===== config.mk =====
export PLATFORM = sky130hd
export DESIGN_NAME = dmba_top
export DESIGN_NICKNAME = d
export VERILOG_FILES = /design/src/rtl/dmba_pkg.sv /design/src/rtl/dmba_ptr.sv /design/src/rtl/dmba_top.sv
export SDC_FILE = /design/constraint.sdc
export NUM_CORES = 1
export LEC_CHECK = 0
export BUFFER_PORTS_ARGS = -buffer_cell sky130_fd_sc_hd__buf_2
export CAP_MARGIN = 20
export CORE_MARGIN = 5
export CORE_UTILIZATION = 48
export CTS_CLUSTER_DIAMETER = 100
export CTS_CLUSTER_SIZE = 8
export DETAILED_ROUTE_END_ITERATION = 12
export PLACE_DENSITY = 0.74
export SLEW_MARGIN = 20
export SYNTH_ARGS = -nofsm -noshare
export SYNTH_HDL_FRONTEND = slang
export SYNTH_SLANG_ARGS = --single-unit

===== constraint.sdc =====
create_clock -name clk_in -period 2 [get_ports clk_in]
set_input_delay 0 -clock clk_in [delete_from_list [all_inputs] [get_ports clk_in]]
set_output_delay 0 -clock clk_in [all_outputs]
set_load 0.01 [all_outputs]

===== src/rtl/dmba_pkg.sv =====
/*
  constants for the banked data memory address generator: register offsets,
  reset values, address map points, widths and ahb bus settings.
  assumes a 32-bit ahb-lite register bus and a 12-bit byte-wide data ram.
*/
package dmba_pkg;
  localparam int unsigned RAM_AW     = 12;
  localparam int unsigned BANK_W     = 4;
  localparam int unsigned OFS_W      = 8;
  localparam int unsigned NUM_PTR    = 3;

  localparam logic [7:0] REG_BANK_SEL = 8'h00;
  localparam logic [7:0] REG_PTR0     = 8'h04;
  localparam logic [7:0] REG_PTR1     = 8'h08;
  localparam logic [7:0] REG_PTR2     = 8'h0c;
  localparam logic [7:0] REG_LAST     = 8'h10;

  localparam logic [3:0]  BANK_SEL_RST = 4'h0;
  localparam logic [3:0]  PTR_HI_RST   = 4'h0;
  localparam logic [7:0]  PTR_LO_RST   = 8'h00;
  localparam logic [11:0] LAST_RST     = 12'h000;

  localparam logic [3:0]  LOW_BANK     = 4'h0;
  localparam logic [3:0]  SFR_BANK     = 4'hf;
  localparam logic [7:0]  ACCESS_MID   = 8'h80;
  localparam logic [4:0]  IMPL_BANKS   = 5'h06;
  localparam logic [11:0] IND_PORT_BASE = 12'hff0;
  localparam logic [7:0]  ZERO_BYTE    = 8'h00;

  localparam logic [1:0]  HTRANS_NONSEQ = 2'b10;
  localparam logic [31:0] HRDATA_RST    = 32'h0000_0000;

  typedef enum logic [0:0] {
    DMBA_BUS_IDLE = 1'b0,
    DMBA_BUS_DATA = 1'b1
  } dmba_bus_t;
endpackage


===== src/rtl/dmba_ptr.sv =====
/*
  one indirect pointer: a high nibble and a low byte together forming a 12-bit
  ram address, loadable from the bus and stepped after indirect accesses.
  assumes load, increment and decrement come from logic on the same clock.
*/
`timescale 1ns/1ps
module dmba_ptr
  import dmba_pkg::*;
(
  input  wire logic                         clk_in,
  input  wire logic                         rstn_in,
  input  wire logic                         load_in,
  input  wire logic [dmba_pkg::RAM_AW-1:0]  load_val_in,
  input  wire logic                         inc_in,
  input  wire logic                         dec_in,
  output logic      [dmba_pkg::RAM_AW-1:0]  ptr_out
);
  logic [3:0] hi;
  logic [7:0] lo;
  logic [3:0] next_hi;
  logic [7:0] next_lo;
  logic [11:0] stepped;

  always_comb begin
    stepped = {hi, lo};
    if (inc_in) begin
      stepped = {hi, lo} + 12'h001;
    end else if (dec_in) begin
      stepped = {hi, lo} - 12'h001;
    end
    next_hi = stepped[11:8];
    next_lo = stepped[7:0];
    if (load_in) begin
      next_hi = load_val_in[11:8];
      next_lo = load_val_in[7:0];
    end
  end

  always_ff @(posedge clk_in or negedge rstn_in) begin
    if (!rstn_in) begin
      hi <= PTR_HI_RST;
      lo <= PTR_LO_RST;
    end else begin
      hi <= next_hi;
      lo <= next_lo;
    end
  end

  assign ptr_out = {hi, lo};
endmodule


===== src/rtl/dmba_top.sv =====
/*
  banked data memory address generator with ahb-lite register access.
  assumes the cpu path gives one access request a cycle with its operands,
  and the data ram returns read data combinationally in the same cycle as its address.
*/
// Chosen here: register access over AHB-Lite and the placing of the registers.
// Behaviour
// - access window is low 128 bytes of bank 0 plus top 128 of bank 15.
// - access bit zero selects the access window, one selects the bank register.
// - forced window maps the 8-bit offset contiguously from low half into high half.
// - special function registers sit in the window high half, no banking needed.
// - sixteen banks; bank register low nibble gives the address top four bits.
// - bank register upper four bits read zero and ignore writes.
// - unimplemented bank reads zero and drops writes.
// - each bank holds 256 bytes addressed by an 8-bit offset.
// - full-address move ignores the bank register and uses its own 12 bits.
// - a literal load instruction sets the bank register.
// - naming an indirect port accesses the location held in its pointer.
// - each pointer holds a full 12-bit address across all ram.
// - indirect port has no storage; it redirects through its pointer.
// - indirect read whose pointer names an indirect port returns zero.
// - indirect write whose pointer names an indirect port does nothing.
// - three independent pointers, each a high and low register.
// - pointer steps carry across all 12 bits and touch no flags.
`timescale 1ns/1ps
module dmba_top
  import dmba_pkg::*;
(
  input  wire logic                          clk_in,
  input  wire logic                          rstn_in,
  input  wire logic                          hsel_in,
  input  wire logic [31:0]                   haddr_in,
  input  wire logic [1:0]                    htrans_in,
  input  wire logic                          hwrite_in,
  input  wire logic [2:0]                    hsize_in,
  input  wire logic [31:0]                   hwdata_in,
  input  wire logic                          hready_in,
  output logic      [31:0]                   hrdata_out,
  output logic                               hreadyout_out,
  output logic                               hresp_out,
  input  wire logic                          cpu_req_in,
  input  wire logic                          cpu_we_in,
  input  wire logic                          cpu_access_in,
  input  wire logic [dmba_pkg::OFS_W-1:0]    cpu_faddr_in,
  input  wire logic                          cpu_full_in,
  input  wire logic [dmba_pkg::RAM_AW-1:0]   cpu_full_addr_in,
  input  wire logic [7:0]                    cpu_wdata_in,
  input  wire logic                          cpu_load_bank_in,
  input  wire logic [7:0]                    cpu_bank_lit_in,
  input  wire logic [dmba_pkg::NUM_PTR-1:0]  cpu_ptr_inc_in,
  input  wire logic [dmba_pkg::NUM_PTR-1:0]  cpu_ptr_dec_in,
  output logic      [7:0]                    cpu_rdata_out,
  output logic                               cpu_rvalid_out,
  output logic      [dmba_pkg::RAM_AW-1:0]   ram_addr_out,
  output logic                               ram_we_out,
  output logic                               ram_re_out,
  output logic      [7:0]                    ram_wdata_out,
  input  wire logic [7:0]                    ram_rdata_in
);
  import dmba_pkg::*;

  function automatic logic [2:0] ind_port_hit(input logic [11:0] a);
    logic [2:0] hit;
    hit = 3'b000;
    for (int i = 0; i < NUM_PTR; i++) begin
      if (a == IND_PORT_BASE + 12'(i)) begin
        hit[i] = 1'b1;
      end
    end
    return hit;
  endfunction

  function automatic logic bank_present(input logic [3:0] b);
    return ({1'b0, b} < IMPL_BANKS) || (b == SFR_BANK);
  endfunction

  dmba_bus_t   state;
  dmba_bus_t   next_state;
  logic [7:0]  bus_addr;
  logic [7:0]  next_bus_addr;
  logic        bus_wr;
  logic        next_bus_wr;
  logic [31:0] next_hrdata;
  logic        next_hreadyout;
  logic [3:0]  ram_bank_select;
  logic [3:0]  next_bank;
  logic [11:0] last_addr;
  logic [11:0] next_last_addr;
  logic [2:0]  ptr_load;
  logic [11:0] ptr_val [NUM_PTR];

  logic [11:0] direct_addr;
  logic [2:0]  hit;
  logic [11:0] ptr_sel;
  logic [11:0] eff_addr;
  logic        ptr_null;
  logic        unimpl;
  logic        blocked;
  logic [11:0] next_ram_addr;
  logic        next_ram_we;
  logic        next_ram_re;
  logic [7:0]  next_ram_wdata;
  logic        rd_pend;
  logic        next_rd_pend;
  logic        rd_zero;
  logic        next_rd_zero;
  logic [7:0]  next_cpu_rdata;
  logic        next_cpu_rvalid;

  // ahb-lite slave: one wait state on every NONSEQ transfer
  always_comb begin
    next_state     = state;
    next_bus_addr  = bus_addr;
    next_bus_wr    = bus_wr;
    next_hrdata    = hrdata_out;
    next_hreadyout = hreadyout_out;
    ptr_load       = 3'b000;
    case (state)
      DMBA_BUS_IDLE: begin
        if (hsel_in && hready_in && htrans_in == HTRANS_NONSEQ) begin
          next_state     = DMBA_BUS_DATA;
          next_bus_addr  = haddr_in[7:0];
          next_bus_wr    = hwrite_in;
          next_hreadyout = 1'b0;
        end
      end
      DMBA_BUS_DATA: begin
        next_state     = DMBA_BUS_IDLE;
        next_hreadyout = 1'b1;
        next_hrdata    = HRDATA_RST;
        if (bus_addr == REG_BANK_SEL) begin
          next_hrdata = {28'h000_0000, ram_bank_select};
        end else if (bus_addr == REG_PTR0) begin
          next_hrdata = {20'h0_0000, ptr_val[0]};
          ptr_load[0] = bus_wr;
        end else if (bus_addr == REG_PTR1) begin
          next_hrdata = {20'h0_0000, ptr_val[1]};
          ptr_load[1] = bus_wr;
        end else if (bus_addr == REG_PTR2) begin
          next_hrdata = {20'h0_0000, ptr_val[2]};
          ptr_load[2] = bus_wr;
        end else if (bus_addr == REG_LAST) begin
          next_hrdata = {20'h0_0000, last_addr};
        end
        if (bus_wr) begin
          next_hrdata = HRDATA_RST;
        end
      end
      default: begin
        next_state = DMBA_BUS_IDLE;
      end
    endcase
  end

  always_ff @(posedge clk_in or negedge rstn_in) begin
    if (!rstn_in) begin
      state         <= DMBA_BUS_IDLE;
      bus_addr      <= 8'h00;
      bus_wr        <= 1'b0;
      hrdata_out    <= HRDATA_RST;
      hreadyout_out <= 1'b1;
      hresp_out     <= 1'b0;
    end else begin
      state         <= next_state;
      bus_addr      <= next_bus_addr;
      bus_wr        <= next_bus_wr;
      hrdata_out    <= next_hrdata;
      hreadyout_out <= next_hreadyout;
      hresp_out     <= 1'b0;
    end
  end

  // bank select: literal load from the cpu wins over a bus write
  always_comb begin
    next_bank = ram_bank_select;
    if (state == DMBA_BUS_DATA && bus_wr && bus_addr == REG_BANK_SEL) begin
      next_bank = hwdata_in[3:0];
    end
    if (cpu_load_bank_in) begin
      next_bank = cpu_bank_lit_in[3:0];
    end
  end

  always_ff @(posedge clk_in or negedge rstn_in) begin
    if (!rstn_in) begin
      ram_bank_select <= BANK_SEL_RST;
    end else begin
      ram_bank_select <= next_bank;
    end
  end

  generate
    for (genvar g = 0; g < NUM_PTR; g++) begin : g_ptr
      dmba_ptr u_ptr (
        .clk_in      (clk_in),
        .rstn_in     (rstn_in),
        .load_in     (ptr_load[g]),
        .load_val_in (hwdata_in[11:0]),
        .inc_in      (cpu_ptr_inc_in[g]),
        .dec_in      (cpu_ptr_dec_in[g]),
        .ptr_out     (ptr_val[g])
      );
    end
  endgenerate

  // address formation
  always_comb begin
    if (cpu_full_in) begin
      direct_addr = cpu_full_addr_in;
    end else if (!cpu_access_in) begin
      if (cpu_faddr_in < ACCESS_MID) begin
        direct_addr = {LOW_BANK, cpu_faddr_in};
      end else begin
        direct_addr = {SFR_BANK, cpu_faddr_in};
      end
    end else begin
      direct_addr = {ram_bank_select, cpu_faddr_in};
    end
    hit     = ind_port_hit(direct_addr);
    ptr_sel = 12'h000;
    for (int i = 0; i < NUM_PTR; i++) begin
      if (hit[i]) begin
        ptr_sel = ptr_val[i];
      end
    end
    eff_addr = (hit != 3'b000) ? ptr_sel : direct_addr;
    ptr_null = (hit != 3'b000) && (ind_port_hit(ptr_sel) != 3'b000);
    unimpl   = !bank_present(eff_addr[11:8]);
    blocked  = ptr_null || unimpl;
  end

  // ram request stage and read return stage
  always_comb begin
    next_ram_addr   = ram_addr_out;
    next_ram_wdata  = ram_wdata_out;
    next_ram_we     = 1'b0;
    next_ram_re     = 1'b0;
    next_rd_pend    = 1'b0;
    next_rd_zero    = 1'b0;
    next_last_addr  = last_addr;
    if (cpu_req_in) begin
      next_ram_addr  = eff_addr;
      next_last_addr = eff_addr;
      next_ram_wdata = cpu_wdata_in;
      next_ram_we    = cpu_we_in && !blocked;
      next_ram_re    = !cpu_we_in && !blocked;
      next_rd_pend   = !cpu_we_in;
      next_rd_zero   = blocked;
    end
    next_cpu_rvalid = rd_pend;
    next_cpu_rdata  = cpu_rdata_out;
    if (rd_pend) begin
      next_cpu_rdata = rd_zero ? ZERO_BYTE : ram_rdata_in;
    end
  end

  always_ff @(posedge clk_in or negedge rstn_in) begin
    if (!rstn_in) begin
      ram_addr_out   <= LAST_RST;
      ram_we_out     <= 1'b0;
      ram_re_out     <= 1'b0;
      ram_wdata_out  <= ZERO_BYTE;
      rd_pend        <= 1'b0;
      rd_zero        <= 1'b0;
      last_addr      <= LAST_RST;
      cpu_rdata_out  <= ZERO_BYTE;
      cpu_rvalid_out <= 1'b0;
    end else begin
      ram_addr_out   <= next_ram_addr;
      ram_we_out     <= next_ram_we;
      ram_re_out     <= next_ram_re;
      ram_wdata_out  <= next_ram_wdata;
      rd_pend        <= next_rd_pend;
      rd_zero        <= next_rd_zero;
      last_addr      <= next_last_addr;
      cpu_rdata_out  <= next_cpu_rdata;
      cpu_rvalid_out <= next_cpu_rvalid;
    end
  end
endmodule


---- Word-level counts from Yosys, hierarchy flattened ----
Index checks and enable logic that the tools add are counted.
storage, ports and cells
  output and inout port bits .............. 65
  bits in registers ....................... 116
  word-level logic and storage cells ...... 111
operators by class
  order comparisons ....................... 2
  mux-type cells .......................... 49
  $add $sub $neg .......................... 6
  bitwise operators ....................... 1
  eq/ne operators ......................... 13
  reduce and logical (&&, ||, !) cells .... 20
operators with widths
  operator                                            number
  2-to-1 mux 12 bit                                   18
  == test 12 bit, second input constant               6
  adder 12 x 1 -> 12 bit, second input constant       3
  subtractor 12 x 1 -> 12 bit, second input constant  3
  2-to-1 mux 32 bit                                   1
  2-to-1 mux 8 bit                                    4
  2-to-1 mux 4 bit                                    5
  == test 8 x 4 -> 1 bit, second input constant       2
  2-to-1 mux 1 bit                                    16
  nonzero test 3 bit                                  5
  == test 8 x 3 -> 1 bit, second input constant       1
  == test 8 x 5 -> 1 bit, second input constant       1
  zero test 8 bit                                     1
  < comparator 8 bit, second input constant           1
  logical AND 1 bit                                   7
  2-to-1 mux 3 bit                                    2
  == test 4 bit, second input constant                1
  < comparator 4 x 3 -> 1 bit, second input constant  1
  one-hot mux 1 bit (2 select lines)                  2
  zero test 1 bit                                     3
  == test 2 bit, second input constant                1
  logical OR 1 bit                                    2
  2-to-1 mux 2 bit                                    1
  inequality test 2 bit, second input constant        1
  other kinds (3)                                     3

---- Logic depth before layout (Yosys ltp) ----
  word-level depth ........................ 17
  depth in mapped cells ................... 10
  depth with buffers taken out ............ 9

---- By module ----
A second synthesis with hierarchy kept.
second synthesis, totals
  cells, all modules ...................... 751
  area, all modules ....................... 6814.0 um^2
by module, submodules not included
  module    cells an instance  instances  area each (um^2)
  dmba_top  406                1          3713.6
  dmba_ptr  115                3          1033.5

---- Least setup slack after synthesis ----
No wires, ideal clock.
  kind .................................... register -> register
  from .................................... register g_ptr[2].u_ptr.lo[4]
  to ...................................... register g_ptr[2].u_ptr.hi[3]
  setup time .............................. 0.124 ns
  arrival time ............................ 1.975 ns
  path slack .............................. -0.099 ns
  cell stages (with the launch flop) ...... 9
  cells stage by stage .................... dfrtp_1 -> ha_1 -> or2_2 -> a21oi_1 -> a211oi_1 -> nor3_1 -> a2111o_1 -> o211ai_1 -> a211o_1
on the way
  longest elaborated chain between the ends .. 4
  elaborated cells between the ends (all ways) .. 5
  those cells by class .................... add/sub (2); mux (3)
ends and longest elaborated chain
  element                      line            source
  start, declared              dmba_ptr.sv:19  logic [7:0] lo;
  start signal, assigned       dmba_ptr.sv:45  lo <= next_lo;
  subtractor 12 x 1 -> 12 bit  dmba_ptr.sv:29  stepped = {hi, lo} - 12'h001;
  2-to-1 mux 12 bit            dmba_ptr.sv:28  end else if (dec_in) begin
  2-to-1 mux 12 bit (*)        dmba_ptr.sv:26  if (inc_in) begin
  2-to-1 mux 4 bit (*)         dmba_ptr.sv:33  if (load_in) begin
  end signal, assigned         dmba_ptr.sv:44  hi <= next_hi;
  end, declared                dmba_ptr.sv:18  logic [3:0] hi;
Every way passes the cells marked *; elsewhere a longest branch is shown, timed or not. The select of a mux whose other input is x is not followed.
A chain may end at the register's enable or synchronous reset.

---- Worst setup path in the final report ----
  from .................................... register g_ptr[2].u_ptr.lo[1]
  to ...................................... register g_ptr[2].u_ptr.hi[3]
Same word-level chain as after synthesis.

==> impl_summary.txt <==
----------------------------------------------------
[Status]
  Run status ... finished, violations left
  Violated checks ... setup timing

[Critical path]
  Sort of element at the end of the critical path ... flop
  Worst-path fanout max ... 3
  R2r worst-path depth ... 8
  R2R Path Start ... g_ptr[2].u_ptr.lo[1]$_DFFE_PN0P_
  Cells traversed along the worst timing path ... ha_4, a211o_1, o211ai_1, a211oi_2, nor3_2, a2111o_1, o211ai_1, a211o_1
  Arrival time worst endpoint ... 2.28 ns
  Terminus of the critical flop-to-flop path ... g_ptr[2].u_ptr.hi[3]$_DFFE_PN0P_
  Slowest cell on crit path ... dfrtp_2
  Peak per-stage delay on the critical path ... 0.45 ns
  Type of the worst setup path ... reg -> reg
  Startpoint class of the critical path ... flop
  Data required time at the worst endpoint ... 2.24 ns
  Slack of the worst reg-to-reg path ... -0.04 ns

[Synthesis]
  Top FF cell, synth ... dfrtp_1
  Syn avg cell area ... 8.68 um2
  Part of the Yosys area used for sequential elements ... 0.353
  Post-synth ARST share ... 1.00
  Number of storage elements in the synthesis netlist ... 96
  Number of enable-type register cells in the synthesized netlist ... 0
  Number of instances in the synthesized netlist ... 784
  Synth warnings ... 0
  Total standard cell area after synthesis ... 6800 um2
  Netlist cell types ... 70

[Global route]
  Routing usage on met2 ... 0.442
  Met3 usage ... 0.0495
  Busiest layer in global routing ... met2
  Maximum number of pins on one net before global-route repair ... 62
  Vias in the first global route ... 7,011
  Antenna violations before repair ... 0
  Total routing usage reported by global routing ... 0.273
  Global-route wire length before repair ... 35.8 mm
  Remaining global-route overflow ... 0
  Met1 capacity usage during global routing ... 0.358

[Floorplanning]
  Die Footprint ... 16,700 um2
  Die Ht ... 129 um
  Initial Util ... 0.490
  Rows ... 43
  I/O pin count ... 194
  DIE WIDTH ... 129 um
  Area of the placeable core ... 13,900 um2

[Routing]
  Average wire length per cell after detail routing ... 18.7 um
  Average via count per standard cell ... 5.81
  DRC violation count after routing ... 0
  Total number of vias ... 7,188
  Number of detailed-route iterations in the first pass ... 5
  Final ANT Viol Nets ... 0
  First-iteration detailed-routing DRC count ... 598
  Wire length after detailed routing ... 23.1 mm

[Clock network]
  Number of clock buffers inserted by TritonCTS ... 9
  CTS tree ... done
  CTS sink cnt ... 96
  Insertion delay of the later-clocked pin in the worst-skew pair ... 0.36 ns
  Clock-pin slew on the worst setup and hold paths ... 0.08 ns
  Count of H-tree levels built during CTS ... 3
  Clock tree buffer depth ... 2
  Library cell used as clock root buffer ... clkbuf_16

[Timing]
  Endpoints failing hold ... 0
  Max-slew violation count ... 0
  Worst Slack Setup Final ... -0.0413 ns
  Clock period minus worst slack ... 2.04 ns
  Period utilization ... 1.02
  Peak Freq ... 490 MHz
  Setup repair after global routing missed its margin ... yes
  Setup violators final ... 6
  Setup TNS Final ... -0.194 ns
  Maximum clock skew at final layout ... 0.00995 ns
  Least-Margin Pin Slew ... 0.717 ns
  Worst slew margin relative to its limit ... 0.520

[Job]
  Max-Cap Viols ... 0

[Final layout]
  Final cell area excluding filler cells ... 9410 um2
  Area Overhead vs Synth ... 38.3%
  Sequential cell area ... 2410 um2
  Ratio of cells with drive above 1 in the final layout ... 0.342
  Final nets ... 1,214
  Multi-input gate area ... 4390 um2
  Antenna diode count ... 0
  Fill cells ... 1,122
  Final standard cell utilization of the core ... 0.678

[Placed design]
  Count of buffers inserted at the top-level ports ... 121
  Routability-driven placement congestion ratio ... 0.977
  DP HPWL ... 17.1 mm
  Placed cell areas ... 8330 um2
  Pre-CTS setup slack ... -0.113 ns

[Power]
  Leak ... 4.32 nW
  Largest voltage drop on the vdd net ... 840 uV
  Total power divided by cell area ... 1210 nW/um2

[Hold path]
  Worst Hold Class ... in -> async

----------------------------------------------------
==> placed cells by master (no fill, tap or decap), drive strengths merged, types with 5 or more instances in the layout <==
cell           n
a211o          5
a211oi        12
a21o          11
a21oi         64
a222oi         6
a31oi         16
buf          241
clkbuf         9
conb          21
dfrtp         95
dlygate4sd3   42
ha            30
inv           34
mux2          29
mux2i         25
nand2        101
nand2b         6
nand3         17
nand3b         9
nor2          76
nor2b          7
nor3          27
o211ai        11
o21ai         44
o22ai         14
or2            6
or3            7
xnor2         24
==> repair_timing <==
item | in CTS | in global routing
pin swaps | 19 | 56
resized for setup | 15 | 45
endpoints found under the setup margin | 12 | 26
endpoints found under the hold margin | 157 | 0
buffers inserted | 5 | 5
hold buffers | 42 | 0
==> cell usage after synthesis (21+ instances only) <==
cell	instances	area, um2
nand2_1	100	375
dfrtp_1	95	2380
nor2_1	75	282
a21oi_1	63	315
o21ai_0	41	205
inv_1	31	116
ha_1	30	375
mux2_2	27	304
nor3_1	27	135
mux2i_1	24	240
xnor2_1	24	210
buf_4	21	158
==> routing by layer <==
layer,up-vias,share of wire
li1,3368,-
met1,3367,0.41
met2,382,0.46
met3,71,0.090
met4,0,0.042
met5,-,0
==> final cells by class <==
class	instances	share of cell area
Clock buffer	9	0.0239
Clock inverter	7	0.00931
Inverter	31	0.0124
Multi-Input combinational cell	631	0.467
Sequential cell	96	0.256
Tap cell	180	0.0239
Timing Repair Buffer	283	0.208
==> power by group <==
group	switching (mW)	internal [mW]	leakage (nW)	total (mW)
registers	0.616	2.50	1.17	3.12
logic	3.26	3.18	2.99	6.44
clock network	0.847	0.997	0.151	1.84
total	4.72	6.68	4.32	11.4
==> flip-flops by register name, indices dropped and copies added (netlist names) <==
| name | flops |
|---|---|
| g_ptr.u_ptr.lo | 24 |
| g_ptr.u_ptr.hi | 12 |
| hrdata_out | 12 |
| last_addr | 12 |
| bus_addr | 8 |
| cpu_rdata_out | 8 |
| ram_wdata_out | 8 |
| ram_bank_select | 4 |
| bus_wr | 1 |
| cpu_rvalid_out | 1 |
| hreadyout_out | 1 |
| next_cpu_rvalid | 1 |
| ram_re_out | 1 |
| ram_we_out | 1 |
| rd_zero | 1 |
| state | 1 |
==> worst max path at each step <==
stage	from	slack, ns	cells past startpoint	endpoint
final	g_ptr[2].u_ptr.lo[1]$_DFFE_PN0P_	-0.04	8	g_ptr[2].u_ptr.hi[3]$_DFFE_PN0P_
after CTS	g_ptr[2].u_ptr.lo[1]$_DFFE_PN0P_	-0.03	8	g_ptr[2].u_ptr.hi[3]$_DFFE_PN0P_
after global routing	g_ptr[2].u_ptr.lo[1]$_DFFE_PN0P_	-0.18	9	g_ptr[2].u_ptr.hi[2]$_DFFE_PN0P_
after detailed placement	cpu_full_in	-0.11	10	rd_zero$_DFF_PN0_
after global placement	g_ptr[1].u_ptr.lo[1]$_DFFE_PN0P_	-0.07	8	g_ptr[1].u_ptr.hi[1]$_DFFE_PN0P_
after floorplan	bus_addr[1]$_DFFE_PN0P_	-0.04	7	g_ptr[2].u_ptr.hi[3]$_DFFE_PN0P_
==> worst max-delay path: cells and delay by family, from the launching register on <==
kind	cells	cell delay [ns]
DFF	1	0.45
and+or+nand+nor	1	0.24
AOI/OAI and AO/OA	6	0.98
adders and majority gates	1	0.25
==> stage by stage <==
| stage | hold WS (ns) | std cells | power [mW] |
|---|---|---|---|
| floorplan | -0.296 | 804 | 6.55 |
| global placement | -0.171 | 1170 | 8.58 |
| detailed placement | -0.167 | 1170 | 8.71 |
| CTS | 0.00423 | 1233 | 10.8 |
| global route | 0.0117 | 1237 | 12.2 |
| finish | 0.00929 | 1237 | 11.4 |
==> cells by family after synthesis <==
kind of cell / synth area share
XOR/XNOR: 0.0348
flip-flops: 0.353
adder cells (fa/ha/maj): 0.0640
multiplexers: 0.0859
AO/OA/AOI/OAI: 0.217
other: 0.000551
AND/OR/NAND/NOR: 0.189
buffers and inverters: 0.0561
Note: power is estimated with default switching activity, not from simulation.
